### src/hdl/aux_cal_pkg.sv
// Package with register map, field layout, reset values and types for the auxiliary ADC calibration stage.
package aux_cal_pkg;

	// Widths of the conversion result and of the coefficient field.
	localparam int RESULT_W = 16;
	localparam int COEF_W = 15;
	localparam int AXI_ADDR_W = 14;
	localparam int AXI_DATA_W = 32;

	// Byte addresses of the registers.
	localparam logic [AXI_ADDR_W-1:0] ADDR_GAIN_COEF_PGA1P5 = 14'h2270;
	localparam logic [AXI_ADDR_W-1:0] ADDR_OFFSET_COEF_PGA2 = 14'h22C8;
	localparam logic [AXI_ADDR_W-1:0] ADDR_OFFSET_COEF_PGA1P5 = 14'h22CC;
	localparam logic [AXI_ADDR_W-1:0] ADDR_CAL_STATUS = 14'h2300;

	// Coefficient field position and reset values.
	localparam int COEF_MSB = 14;
	localparam int COEF_LSB = 0;
	localparam logic [COEF_W-1:0] GAIN_COEF_RESET = 15'h4000;
	localparam logic [COEF_W-1:0] OFFSET_COEF_RESET = 15'h0000;
	localparam logic [COEF_W-1:0] GAIN_COEF_UNITY = 15'h4000;
	localparam logic [COEF_W-1:0] GAIN_COEF_ILLEGAL = 15'h0000;

	// Fixed-point layout: offsets in quarter LSBs, gain with 14 fraction bits.
	localparam int OFFSET_FRAC_BITS = 2;
	localparam int GAIN_FRAC_BITS = 14;
	localparam int CORR_W = RESULT_W + OFFSET_FRAC_BITS + 2;
	localparam int PROD_W = CORR_W + COEF_W + 1;
	localparam int PROD_SHIFT = OFFSET_FRAC_BITS + GAIN_FRAC_BITS;

	// Status register field positions.
	localparam int STAT_RESULT_LSB = 0;
	localparam int STAT_SAT_BIT = 16;

	// AXI response codes.
	localparam logic [1:0] RESP_OKAY = 2'h0;
	localparam logic [1:0] RESP_SLVERR = 2'h2;

	// Gain setting of the programmable_gain_amp that the result was taken with.
	typedef enum logic [2:0] {
		PGA_GAIN_1 = 3'h0,
		PGA_GAIN_1P5 = 3'h1,
		PGA_GAIN_2 = 3'h3,
		PGA_GAIN_4 = 3'h2,
		PGA_GAIN_9 = 3'h6
	} pga_gain_e;

	// One conversion_result with its qualifiers.
	typedef struct packed {
		logic valid;
		pga_gain_e gain;
		logic excluded;
		logic [RESULT_W-1:0] result;
	} raw_sample_s;

	// One corrected result.
	typedef struct packed {
		logic valid;
		logic saturated;
		logic [RESULT_W-1:0] result;
	} cal_sample_s;

	// Coefficient set handed from the register file to the datapath.
	typedef struct packed {
		logic [COEF_W-1:0] gain_pga1p5;
		logic [COEF_W-1:0] offset_pga2;
		logic [COEF_W-1:0] offset_pga1p5;
	} coef_set_s;

endpackage

### src/hdl/cal_coef_reg.sv
// One writable 15-bit coefficient register with byte-lane enables.
`timescale 1ns/100ps
module cal_coef_reg #(
	parameter logic [14:0] RESET_VALUE = 15'h0000
) (
	input wire logic i_clk_sys,
	input wire logic i_nrst,
	input wire logic i_wr_en,
	input wire logic [1:0] i_wstrb,
	input wire logic [14:0] i_wdata,
	output logic [14:0] o_value
);
	logic [14:0] value_q;
	logic [14:0] value_d;

	// Each byte lane updates only its own bits.
	assign value_d[7:0] = (i_wr_en && i_wstrb[0]) ? i_wdata[7:0] : value_q[7:0];
	assign value_d[14:8] = (i_wr_en && i_wstrb[1]) ? i_wdata[14:8] : value_q[14:8];
	assign o_value = value_q;

	// Register with its documented reset value.
	always_ff @(posedge i_clk_sys or negedge i_nrst) begin
		if (!i_nrst) begin
			value_q <= RESET_VALUE;
		end else begin
			value_q <= value_d;
		end
	end
endmodule

### src/hdl/cal_datapath.sv
// Two-stage offset subtraction, gain multiply and saturation of the auxiliary result.
`timescale 1ns/100ps
module cal_datapath (
	input wire logic i_clk_sys,
	input wire logic i_nrst,
	input aux_cal_pkg::raw_sample_s i_sample,
	input aux_cal_pkg::coef_set_s i_coefs,
	output aux_cal_pkg::cal_sample_s o_sample
);
	import aux_cal_pkg::*;

	logic [COEF_W-1:0] offset_sel;
	logic [COEF_W-1:0] gain_sel;
	logic signed [CORR_W-1:0] raw_q4;
	logic signed [CORR_W-1:0] offset_ext;
	logic signed [CORR_W-1:0] corr_d;
	logic signed [CORR_W-1:0] corr_q;
	logic [COEF_W-1:0] gain_q;
	logic valid_q;
	logic signed [PROD_W-1:0] prod;
	logic signed [PROD_W-1:0] scaled;
	logic zero_gain;
	logic sat_hi;
	logic sat_lo;
	cal_sample_s out_d;
	cal_sample_s out_q;

	// Offset by gain setting; other gains get no offset from this stage.
	assign offset_sel = (i_sample.gain == PGA_GAIN_1P5) ? i_coefs.offset_pga1p5 :
		(i_sample.gain == PGA_GAIN_2) ? i_coefs.offset_pga2 : OFFSET_COEF_RESET;

	// Gain applies at 1.5 except on transimpedance_amp and temperature channels.
	assign gain_sel = (i_sample.gain == PGA_GAIN_1P5 && !i_sample.excluded) ?
		i_coefs.gain_pga1p5 : GAIN_COEF_UNITY;

	// Work in quarter LSBs; the offset is a signed 15-bit quarter-LSB count.
	assign raw_q4 = CORR_W'({2'b00, i_sample.result, 2'b00});
	assign offset_ext = CORR_W'(signed'(offset_sel));
	assign corr_d = raw_q4 - offset_ext;

	// Gain bit 14 weighs 1.0 and bits 13..0 the fraction, so 0x7FFF is just under 2.
	assign prod = corr_q * signed'({1'b0, gain_q});
	assign scaled = (prod + PROD_W'(1 <<< (PROD_SHIFT - 1))) >>> PROD_SHIFT;
	assign zero_gain = (gain_q == GAIN_COEF_ILLEGAL);
	assign sat_lo = scaled < 0;
	assign sat_hi = scaled > PROD_W'(2 ** RESULT_W - 1);

	// Clamp to the unsigned result range; an illegal zero gain forces zero.
	always_comb begin
		out_d.valid = valid_q;
		out_d.saturated = 1'b0;
		out_d.result = '0;
		if (zero_gain) begin
			out_d.result = '0;
		end else if (sat_lo) begin
			out_d.saturated = 1'b1;
		end else if (sat_hi) begin
			out_d.saturated = 1'b1;
			out_d.result = '1;
		end else begin
			out_d.result = scaled[RESULT_W-1:0];
		end
	end

	assign o_sample = out_q;

	// Pipeline registers for both stages.
	always_ff @(posedge i_clk_sys or negedge i_nrst) begin
		if (!i_nrst) begin
			corr_q <= '0;
			gain_q <= GAIN_COEF_UNITY;
			valid_q <= 1'b0;
			out_q <= '0;
		end else begin
			corr_q <= corr_d;
			gain_q <= gain_sel;
			valid_q <= i_sample.valid;
			out_q <= out_d;
		end
	end
endmodule

### src/hdl/adc_aux_gain_offset_cal.sv
// Top of the auxiliary ADC calibration stage with its AXI4-Lite register slave.
//
// What this block does
// - Gain 1.5 uses its own offset coefficient.
// - Gain 2 uses its own offset coefficient.
// - Offset is signed 15 bits, quarter-LSB steps.
// - Offset 0 none, 1 plus, 7FFF minus quarter.
// - Offset spans +4095.75 down to -4096 LSB.
// - Gain 1.5 coefficient skips excluded channels.
// - Gain bit 14 integer, bits 13..0 fraction.
// - Gain 0x4000 is unity and reset value.
// - Gain 0x2000 halves the result.
// - Gain 0x7FFF near two, 0x4001 just above one.
// - Gain 0x3FFF below one, 0x0001 smallest.
// - Gain zero is illegal and yields zero.
// - Coefficient bits 31..15 read zero; offsets reset zero.
`timescale 1ns/100ps
module adc_aux_gain_offset_cal (
	input wire logic i_clk_sys,
	input wire logic i_nrst,
	// AXI4-Lite write address channel.
	input wire logic i_awvalid,
	input wire logic [aux_cal_pkg::AXI_ADDR_W-1:0] i_awaddr,
	input wire logic [2:0] i_awprot,
	output logic o_awready,
	// AXI4-Lite write data channel.
	input wire logic i_wvalid,
	input wire logic [aux_cal_pkg::AXI_DATA_W-1:0] i_wdata,
	input wire logic [3:0] i_wstrb,
	output logic o_wready,
	// AXI4-Lite write response channel.
	output logic o_bvalid,
	output logic [1:0] o_bresp,
	input wire logic i_bready,
	// AXI4-Lite read address channel.
	input wire logic i_arvalid,
	input wire logic [aux_cal_pkg::AXI_ADDR_W-1:0] i_araddr,
	input wire logic [2:0] i_arprot,
	output logic o_arready,
	// AXI4-Lite read data channel.
	output logic o_rvalid,
	output logic [aux_cal_pkg::AXI_DATA_W-1:0] o_rdata,
	output logic [1:0] o_rresp,
	input wire logic i_rready,
	// Raw conversion_result with the gain it was taken at.
	input wire logic i_raw_valid,
	input wire logic [aux_cal_pkg::RESULT_W-1:0] i_conversion_result,
	input aux_cal_pkg::pga_gain_e i_pga_gain,
	input wire logic i_excluded_channel,
	// Corrected result.
	output logic o_cal_valid,
	output logic [aux_cal_pkg::RESULT_W-1:0] o_cal_result,
	output logic o_cal_saturated
);
	import aux_cal_pkg::*;

	// The register slave answers in fixed steps. A write address and its data may arrive
	// in either order; each is parked in a holding register and its ready drops until the
	// pair has been applied. The write lands on the edge after the later of the two is taken,
	// and the response rises on that same edge. It stands until the master accepts it, and
	// no new write is applied while it stands, so a slow master cannot lose a response.
	// A read is answered on the edge that takes its address. The data are captured at that
	// edge and stand, with their response, until the master takes them. The read address
	// ready stays low while a read answer is pending, which limits the slave to one read
	// in flight and keeps the answer stable.
	// Unmapped or misaligned addresses are refused with an error response. A refused write
	// changes nothing; a refused read returns zero.
	// The protection bits of both address channels carry no meaning here and are ignored.

	// Write channel state.
	logic aw_full_q;
	logic aw_full_d;
	logic w_full_q;
	logic w_full_d;
	logic awready_q;
	logic wready_q;
	logic [AXI_ADDR_W-1:0] awaddr_q;
	logic [AXI_DATA_W-1:0] wdata_q;
	logic [3:0] wstrb_q;
	logic bvalid_q;
	logic bvalid_d;
	logic [1:0] bresp_q;
	logic [1:0] bresp_d;
	logic aw_take;
	logic w_take;
	logic wr_fire;

	// Read channel state.
	logic arready_q;
	logic rvalid_q;
	logic rvalid_d;
	logic [AXI_DATA_W-1:0] rdata_q;
	logic [AXI_DATA_W-1:0] rdata_d;
	logic [1:0] rresp_q;
	logic [1:0] rresp_d;
	logic ar_take;

	// Address decode.
	logic wr_sel_gain1p5;
	logic wr_sel_off2;
	logic wr_sel_off1p5;
	logic wr_hit;
	logic rd_sel_gain1p5;
	logic rd_sel_off2;
	logic rd_sel_off1p5;
	logic rd_sel_status;
	logic rd_hit;

	// Coefficients and datapath carriers.
	logic [COEF_W-1:0] gain_pga1p5;
	logic [COEF_W-1:0] offset_pga2;
	logic [COEF_W-1:0] offset_pga1p5;
	coef_set_s coefs;
	raw_sample_s raw_sample;
	cal_sample_s cal_sample;
	logic [RESULT_W-1:0] last_result_q;
	logic last_sat_q;

	// The readies come from flip-flops loaded from the next holding state, so each one matches the current holding state.
	// After reset they rise on the first edge, and the first request is taken on the second.
	// Handshake terms of the write and read address and data channels.
	assign aw_take = i_awvalid && awready_q;
	assign w_take = i_wvalid && wready_q;
	assign ar_take = i_arvalid && arready_q;

	// Gating the fire on a pending response keeps the response and its code from being
	// overwritten. The holding registers then simply wait, and their readies stay low,
	// which stalls the master rather than dropping its request.
	// A pending write blocks nothing on the read side.
	// A write proceeds once both address and data are held and no response is pending.
	assign wr_fire = aw_full_q && w_full_q && !bvalid_q;
	assign aw_full_d = (aw_full_q && !wr_fire) || aw_take;
	assign w_full_d = (w_full_q && !wr_fire) || w_take;
	assign bvalid_d = wr_fire || (bvalid_q && !i_bready);
	assign bresp_d = wr_fire ? (wr_hit ? RESP_OKAY : RESP_SLVERR) : bresp_q;

	// Write decode on the held address; only whole aligned words are mapped.
	assign wr_sel_gain1p5 = (awaddr_q == ADDR_GAIN_COEF_PGA1P5);
	assign wr_sel_off2 = (awaddr_q == ADDR_OFFSET_COEF_PGA2);
	assign wr_sel_off1p5 = (awaddr_q == ADDR_OFFSET_COEF_PGA1P5);
	assign wr_hit = wr_sel_gain1p5 || wr_sel_off2 || wr_sel_off1p5;

	// Read decode on the incoming address.
	assign rd_sel_gain1p5 = (i_araddr == ADDR_GAIN_COEF_PGA1P5);
	assign rd_sel_off2 = (i_araddr == ADDR_OFFSET_COEF_PGA2);
	assign rd_sel_off1p5 = (i_araddr == ADDR_OFFSET_COEF_PGA1P5);
	assign rd_sel_status = (i_araddr == ADDR_CAL_STATUS);
	assign rd_hit = rd_sel_gain1p5 || rd_sel_off2 || rd_sel_off1p5 || rd_sel_status;

	// The mux is only consulted on the taking edge; otherwise the held data recirculate.
	// This keeps the answer stable for a master that holds off its ready.
	// Read data mux; reserved bits above the coefficient field read as zero.
	assign rdata_d = !ar_take ? rdata_q :
		rd_sel_gain1p5 ? AXI_DATA_W'(gain_pga1p5) :
		rd_sel_off2 ? AXI_DATA_W'(offset_pga2) :
		rd_sel_off1p5 ? AXI_DATA_W'(offset_pga1p5) :
		rd_sel_status ? AXI_DATA_W'({last_sat_q, last_result_q}) : '0;
	assign rresp_d = !ar_take ? rresp_q : (rd_hit ? RESP_OKAY : RESP_SLVERR);
	assign rvalid_d = ar_take || (rvalid_q && !i_rready);

	// Write address and data holding registers.
	always_ff @(posedge i_clk_sys or negedge i_nrst) begin
		if (!i_nrst) begin
			aw_full_q <= 1'b0;
			w_full_q <= 1'b0;
			awready_q <= 1'b0;
			wready_q <= 1'b0;
			awaddr_q <= '0;
			wdata_q <= '0;
			wstrb_q <= '0;
		end else begin
			aw_full_q <= aw_full_d;
			w_full_q <= w_full_d;
			awready_q <= !aw_full_d;
			wready_q <= !w_full_d;
			if (aw_take) begin
				awaddr_q <= i_awaddr;
			end
			if (w_take) begin
				wdata_q <= i_wdata;
				wstrb_q <= i_wstrb;
			end
		end
	end

	// Write response and read channel registers.
	always_ff @(posedge i_clk_sys or negedge i_nrst) begin
		if (!i_nrst) begin
			bvalid_q <= 1'b0;
			bresp_q <= RESP_OKAY;
			arready_q <= 1'b0;
			rvalid_q <= 1'b0;
			rdata_q <= '0;
			rresp_q <= RESP_OKAY;
		end else begin
			bvalid_q <= bvalid_d;
			bresp_q <= bresp_d;
			arready_q <= !rvalid_d;
			rvalid_q <= rvalid_d;
			rdata_q <= rdata_d;
			rresp_q <= rresp_d;
		end
	end

	// Each coefficient register keeps only the 15-bit field; the upper bits of a write are
	// dropped, so they always read back as zero. Only the two low byte strobes matter, one
	// for each byte of the field, which lets software update a single byte in place.
	// The upper strobes are ignored because nothing is stored under them.
	// A new coefficient reaches the datapath on the edge after the write lands. A sample
	// already inside the pipeline keeps the coefficients that it was taken with, because
	// the selected gain is registered alongside the first stage.
	// Software should write the gain before the offsets only if it can tolerate a few
	// samples corrected with one new and one old coefficient.

	// Gain coefficient for gain 1.5, unity after reset.
	cal_coef_reg #(
		.RESET_VALUE(GAIN_COEF_RESET)
	) u_gain_pga1p5 (
		.i_clk_sys(i_clk_sys),
		.i_nrst(i_nrst),
		.i_wr_en(wr_fire && wr_sel_gain1p5),
		.i_wstrb(wstrb_q[1:0]),
		.i_wdata(wdata_q[COEF_MSB:COEF_LSB]),
		.o_value(gain_pga1p5)
	);

	// Offset coefficient for gain 2, zero after reset.
	cal_coef_reg #(
		.RESET_VALUE(OFFSET_COEF_RESET)
	) u_offset_pga2 (
		.i_clk_sys(i_clk_sys),
		.i_nrst(i_nrst),
		.i_wr_en(wr_fire && wr_sel_off2),
		.i_wstrb(wstrb_q[1:0]),
		.i_wdata(wdata_q[COEF_MSB:COEF_LSB]),
		.o_value(offset_pga2)
	);

	// Offset coefficient for gain 1.5, zero after reset.
	cal_coef_reg #(
		.RESET_VALUE(OFFSET_COEF_RESET)
	) u_offset_pga1p5 (
		.i_clk_sys(i_clk_sys),
		.i_nrst(i_nrst),
		.i_wr_en(wr_fire && wr_sel_off1p5),
		.i_wstrb(wstrb_q[1:0]),
		.i_wdata(wdata_q[COEF_MSB:COEF_LSB]),
		.o_value(offset_pga1p5)
	);

	// Bundle coefficients and the incoming sample for the datapath.
	assign coefs.gain_pga1p5 = gain_pga1p5;
	assign coefs.offset_pga2 = offset_pga2;
	assign coefs.offset_pga1p5 = offset_pga1p5;
	assign raw_sample.valid = i_raw_valid;
	assign raw_sample.gain = i_pga_gain;
	assign raw_sample.excluded = i_excluded_channel;
	assign raw_sample.result = i_conversion_result;

	// The pipeline has two stages. The first picks the offset and gain for the sample's
	// gain setting and subtracts the offset in quarter steps. The second multiplies by the
	// gain, rounds half up and clamps to the unsigned result range. A corrected sample
	// therefore appears exactly two edges after the raw one, one per cycle, with no stall.
	// An illegal zero gain yields a zero result without the saturation flag.
	// Gains other than 1.5 pass with unity gain and, except at gain 2, with no offset;
	// their coefficients live elsewhere.
	// The offset is applied on excluded channels too; only the gain skips them.

	// Correction pipeline.
	cal_datapath u_datapath (
		.i_clk_sys(i_clk_sys),
		.i_nrst(i_nrst),
		.i_sample(raw_sample),
		.i_coefs(coefs),
		.o_sample(cal_sample)
	);

	// The status word lets software see what the pipeline produced without a data path
	// of its own. Bit 16 is the saturation flag of that same sample. The word is read
	// only; a write to it is refused like an unmapped address.
	// Like the two offset registers it resets to zero; the gain coefficient resets to 0x4000.
	// Last corrected result kept for software to read.
	always_ff @(posedge i_clk_sys or negedge i_nrst) begin
		if (!i_nrst) begin
			last_result_q <= '0;
			last_sat_q <= 1'b0;
		end else if (cal_sample.valid) begin
			last_result_q <= cal_sample.result;
			last_sat_q <= cal_sample.saturated;
		end
	end

	// Every output of this block comes from a flip-flop, so downstream timing sees only
	// clock-to-output delay.
	// The datapath outputs are the second stage registers of the pipeline.
	// Bus outputs straight from their flip-flops.
	assign o_awready = awready_q;
	assign o_wready = wready_q;
	assign o_bvalid = bvalid_q;
	assign o_bresp = bresp_q;
	assign o_arready = arready_q;
	assign o_rvalid = rvalid_q;
	assign o_rdata = rdata_q;
	assign o_rresp = rresp_q;

	// Datapath outputs come from the output stage flip-flops of the pipeline.
	assign o_cal_valid = cal_sample.valid;
	assign o_cal_result = cal_sample.result;
	assign o_cal_saturated = cal_sample.saturated;

endmodule

### config.mk
export PLATFORM = sky130hd
export DESIGN_NAME = adc_aux_gain_offset_cal
export DESIGN_NICKNAME = d
export VERILOG_FILES = /design/src/hdl/aux_cal_pkg.sv /design/src/hdl/cal_coef_reg.sv /design/src/hdl/cal_datapath.sv /design/src/hdl/adc_aux_gain_offset_cal.sv
export SDC_FILE = /design/constraint.sdc
export NUM_CORES = 1
export LEC_CHECK = 0
export ABC_AREA = 1
export BUFFER_PORTS_ARGS = -buffer_cell sky130_fd_sc_hd__buf_2
export CORE_AREA = 2 2 193 195
export CTS_BUF_LIST = sky130_fd_sc_hd__clkbuf_8
export DETAILED_ROUTE_END_ITERATION = 8
export DIE_AREA = 0 0 195 197
export PLACE_DENSITY = 0.78
export SYNTH_ARGS = -nofsm -noshare
export SYNTH_HDL_FRONTEND = slang
export SYNTH_SLANG_ARGS = --single-unit
### constraint.sdc
create_clock -name i_clk_sys -period 7.2 [get_ports i_clk_sys]
set_clock_uncertainty 0.1 [all_clocks]
set_input_delay 1.8 -clock i_clk_sys [delete_from_list [all_inputs] [get_ports i_clk_sys]]
set_output_delay 1.8 -clock i_clk_sys [all_outputs]
set_load 0.02 [all_outputs]
==> parameters.txt <==
Parameter                              Value

Place
  Buffers on Ports ... 114
  Post-detail-place hpwl ... 40700 um
  Placer Congestion ... 1.01

Clocking
  Clock tree from TritonCTS ... built
  Source-to-sink clock delay at the later pin of the worst-skew pair ... 0.47 ns
  Max Root-Sink Buffers ... 2
  CTS Root Cell ... clkbuf_8
  Htree depth ... 4
  Gates resized, CTS repair ... 0
  Hold buffer count at cts ... 0
  Num CTS Buffers ... 17
  Clock input transition at the sequential cells of the worst setup and hold paths ... 0.11 ns
  Total clock sinks ... 173
  Post-CTS Repair Setup Buffers ... 0

Timing
  Count of pins over their slew limit ... 0
  Final critical path time including I/O delays and setup ... 6.80 ns
  Number of failing setup endpoints in the final timing report ... 0
  Slew margin rel. ... 23.0%
  Highest attainable clock frequency ... 0.147 GHz
  Accumulated negative setup slack ... 0 ns
  Setup repair after global routing missed its margin ... no
  Fin Hold WS ... 0.277 ns
  Number of hold violations in the final report ... 0
  Post-route clock period utilization ... 94.5%
  Worst Tran Pin Value ... 1.15 ns

Worst setup path
  Highest net fanout along the worst path ... 18
  Capturing instance or port of the critical path ... u_datapath.o_sample[3]$_DFF_PN0_
  Register-to-register setup slack ... 0.40 ns
  Type of origin of the critical path ... register
  Arr. time, crit path ... 7.08 ns
  Worst r2r dst ... u_datapath.o_sample[3]$_DFF_PN0_
  R2R cell count ... 20
  R2r startpoint ... u_datapath.gain_q[10]$_DFF_PN0_
  Type of the worst setup path ... register to register
  CP Data Required Time ... 7.48 ns
  Capturing element type of the critical path ... register
  Critical path startpoint ... u_datapath.gain_q[10]$_DFF_PN0_

Synth
  Yosys warns ... 0
  Count of distinct cell types in the synthesized netlist ... 51
  Post-synthesis area per instance ... 8.18 um2
  Summed instance area of the synthesized netlist ... 19800 um2
  Number of standard cells after synthesis ... 2416
  Async SR Flop Fraction ... 100%
  Register area share after synthesis ... 21.9%
  Leading area contributor after synthesis ... fa_1
  Most common flop cell mapped by yosys ... dfrtp_1
  Fraction of synthesized cell area taken by the top area cell type ... 30.1%
  Post-synthesis sequential element count ... 173
  Number of enable flip-flop cells after synthesis ... 0
  Top area cells in the synthesized netlist ... fa_1 (30%), dfrtp_1 (22%), inv_1 (12%), nand2_1 (11%), ha_1 (7.9%)

Run
  Count of max-cap constraint violations ... 0

GRT
  Total global routing track utilization ... 28.2%
  Number of global-route vias before repair ... 16972
  Largest net degree at the start of global routing ... 112
  First-pass GRT wire length ... 85400 um
  Total overflow reported by the global router ... 0
  Initial antenna violation count ... 0

Cells and area
  Multi-input gate area in the final layout ... 12700 um2
  Sequential cell area ... 4330 um2
  Share of final-layout standard cells stronger than drive strength 1 ... 8.63%
  Most used cells in the layout excluding fill and tap cells ... inv_1 (615), nand2_1 (569), fa_1 (297), dfrtp_1 (171), ha_1 (124)
  Commonest non-fill, non-tap cell in the layout ... inv_1
  NumNets Final ... 3009
  Number of inserted diodes ... 0
  Fillers ... 3203
  Area Growth Syn to Fin ... 7.07%

Die
  Standard-cell row count ... 70
  I/O pin count ... 157
  Initial standard-cell utilization of the core ... 54.5%
  DIE WIDTH ... 195 um
  Total die area ... 38400 um2
  Core region area ... 36300 um2
  Vert. Die Dim ... 197 um

Pwr
  Peak supply drop ... 338 uV
  Post-layout power ... 2.58 mW
  Net switching power figure ... 0.988 mW
  Net switching fraction of the power ... 38.3%
  Proportion of power drawn by combinational gates ... 23.6%
  Power per cell area ... 122 nW/um2
  Cell internal power dissipation ... 1.59 mW
  Part of the total power dissipated in sequential elements ... 48.7%
  Share of total power in the clock network ... 27.7%
  Static power due to leakage ... 11.8 nW

Detailed routing
  Vias per cell ... 5.39
  Number of design rule violations left after detail routing ... 0
  Detailed-router iteration count before antenna repair ... 5
  Wire length per cell ... 17.2 um
  Residual antenna-violating net count after detailed routing ... 0
  Overall via count from detail_route ... 16001
  Iteration-0 DRC count of the detailed router ... 1316
  Total wire length ... 51200 um

Min path
  Hold Path Cell Cnt ... 0
  Type of the worst min-delay path ... register to register

Outcome
  Result of the run ... completed
[how the worst min path moves through the flow]
stage	start	end	slack, ns
after floorplan	u_datapath.valid_q$_DFF_PN0_	u_datapath.o_sample[17]$_DFF_PN0_	0.23
after global placement	u_datapath.valid_q$_DFF_PN0_	u_datapath.o_sample[17]$_DFF_PN0_	0.23
after detailed placement	u_datapath.valid_q$_DFF_PN0_	u_datapath.o_sample[17]$_DFF_PN0_	0.24
after CTS	u_datapath.valid_q$_DFF_PN0_	u_datapath.o_sample[17]$_DFF_PN0_	0.28
after global routing	u_datapath.valid_q$_DFF_PN0_	u_datapath.o_sample[17]$_DFF_PN0_	0.29
final	u_datapath.valid_q$_DFF_PN0_	u_datapath.o_sample[17]$_DFF_PN0_	0.28
[state kept, by name (all words and copies together), names as in the netlist, 2 cells and up]
| register | flops |
|---|---|
| wstrb_q | 2 |
| wdata_q | 15 |
| last_result_q | 16 |
| u_datapath.gain_q | 15 |
| u_offset_pga1p5.o_value | 15 |
| o_rdata | 17 |
| awaddr_q | 14 |
| u_datapath.o_sample | 18 |
| u_offset_pga2.o_value | 15 |
| u_gain_pga1p5.o_value | 15 |
| u_datapath.corr_q | 20 |
[power groups by stage]
| stage | Combinational (mW) | Sequential [mW] | Clock (mW) |
|---|---|---|---|
| after detailed placement | 0.599 | 1.27 | 0 |
| after CTS | 0.607 | 1.25 | 0.725 |
| after global routing | 0.687 | 1.27 | 0.762 |
| after global placement | 0.582 | 1.26 | 0 |
| after floorplan | 0.410 | 1.23 | 0 |
| final | 0.609 | 1.26 | 0.713 |
[synth_stat cells (16+ instances only)]
| cell | n |
|---|---|
| fa_1 | 297 |
| ha_1 | 124 |
| xnor2_1 | 19 |
| inv_1 | 615 |
| buf_4 | 17 |
| xor2_1 | 16 |
| o21ai_0 | 119 |
| a31oi_1 | 16 |
| nand2_1 | 569 |
| a21oi_1 | 87 |
| clkbuf_1 | 69 |
| nor2_1 | 102 |
| dfrtp_1 | 171 |
| nand3_1 | 50 |
[worst max-delay path, cell delays in order, from the launching register on]
cell and delay (ns):
dfrtp_1 1.02, nand2_1 0.22, fa_1 0.60, inv_1 0.06, fa_1 0.56, fa_1 0.43, fa_1 0.41, fa_1 0.53
inv_1 0.06, fa_1 0.47, inv_1 0.04, ha_1 0.36, a21oi_1 0.33, o21ai_0 0.26, a21oi_1 0.20, nand2_2 0.16
nand2_2 0.11, nand3_1 0.15, nand2_4 0.12, nand2_2 0.24, a21oi_1 0.26
[per-layer routing]
layer | wire [um] | vias to the layer above | GRT usage, %
li1 | - | 7289 | -
met1 | 19800 | 7806 | 36.1
met2 | 25000 | 748 | 48.5
met3 | 4250 | 158 | 4.71
met4 | 2080 | 0 | 10.5
met5 | 0 | - | 0
[cell families (layout without fill, tap and decap cells)]
kind of cell,after synthesis,count (layout),share of synthesized area [%]
simple gates,783,783,16.2
fa+ha+maj,421,421,37.9
mux,9,9,0.513
other cells,1,17,0.0190
compound gates,278,278,7.85
flops,173,173,21.9
buf+inv,716,787,14.0
xor+xnor,35,35,1.55
[stage by stage]
step | std cells | setup WS (ns) | cell area (um2) | util (%)
floorplan | 2432 | 1.23 | 19800 | -
global placement | 2939 | 0.673 | 20700 | 57.1
detailed placement | 2939 | 0.541 | 20700 | 57.1
CTS | 2971 | 0.499 | 21200 | 58.3
global route | 2971 | 0.0373 | 21200 | 58.3
finish | 2971 | 0.397 | 21200 | 58.3
[final cells by class]
cell class | count | area share, %
inverters | 620 | 11.0
well taps | 468 | 2.77
repair buffers | 135 | 3.47
multi-input cells | 1543 | 60.2
clock inverters | 15 | 1.00
flip-flops and latches | 173 | 20.5
clock buffers | 17 | 1.11
Power figures use the tool's default switching activity.
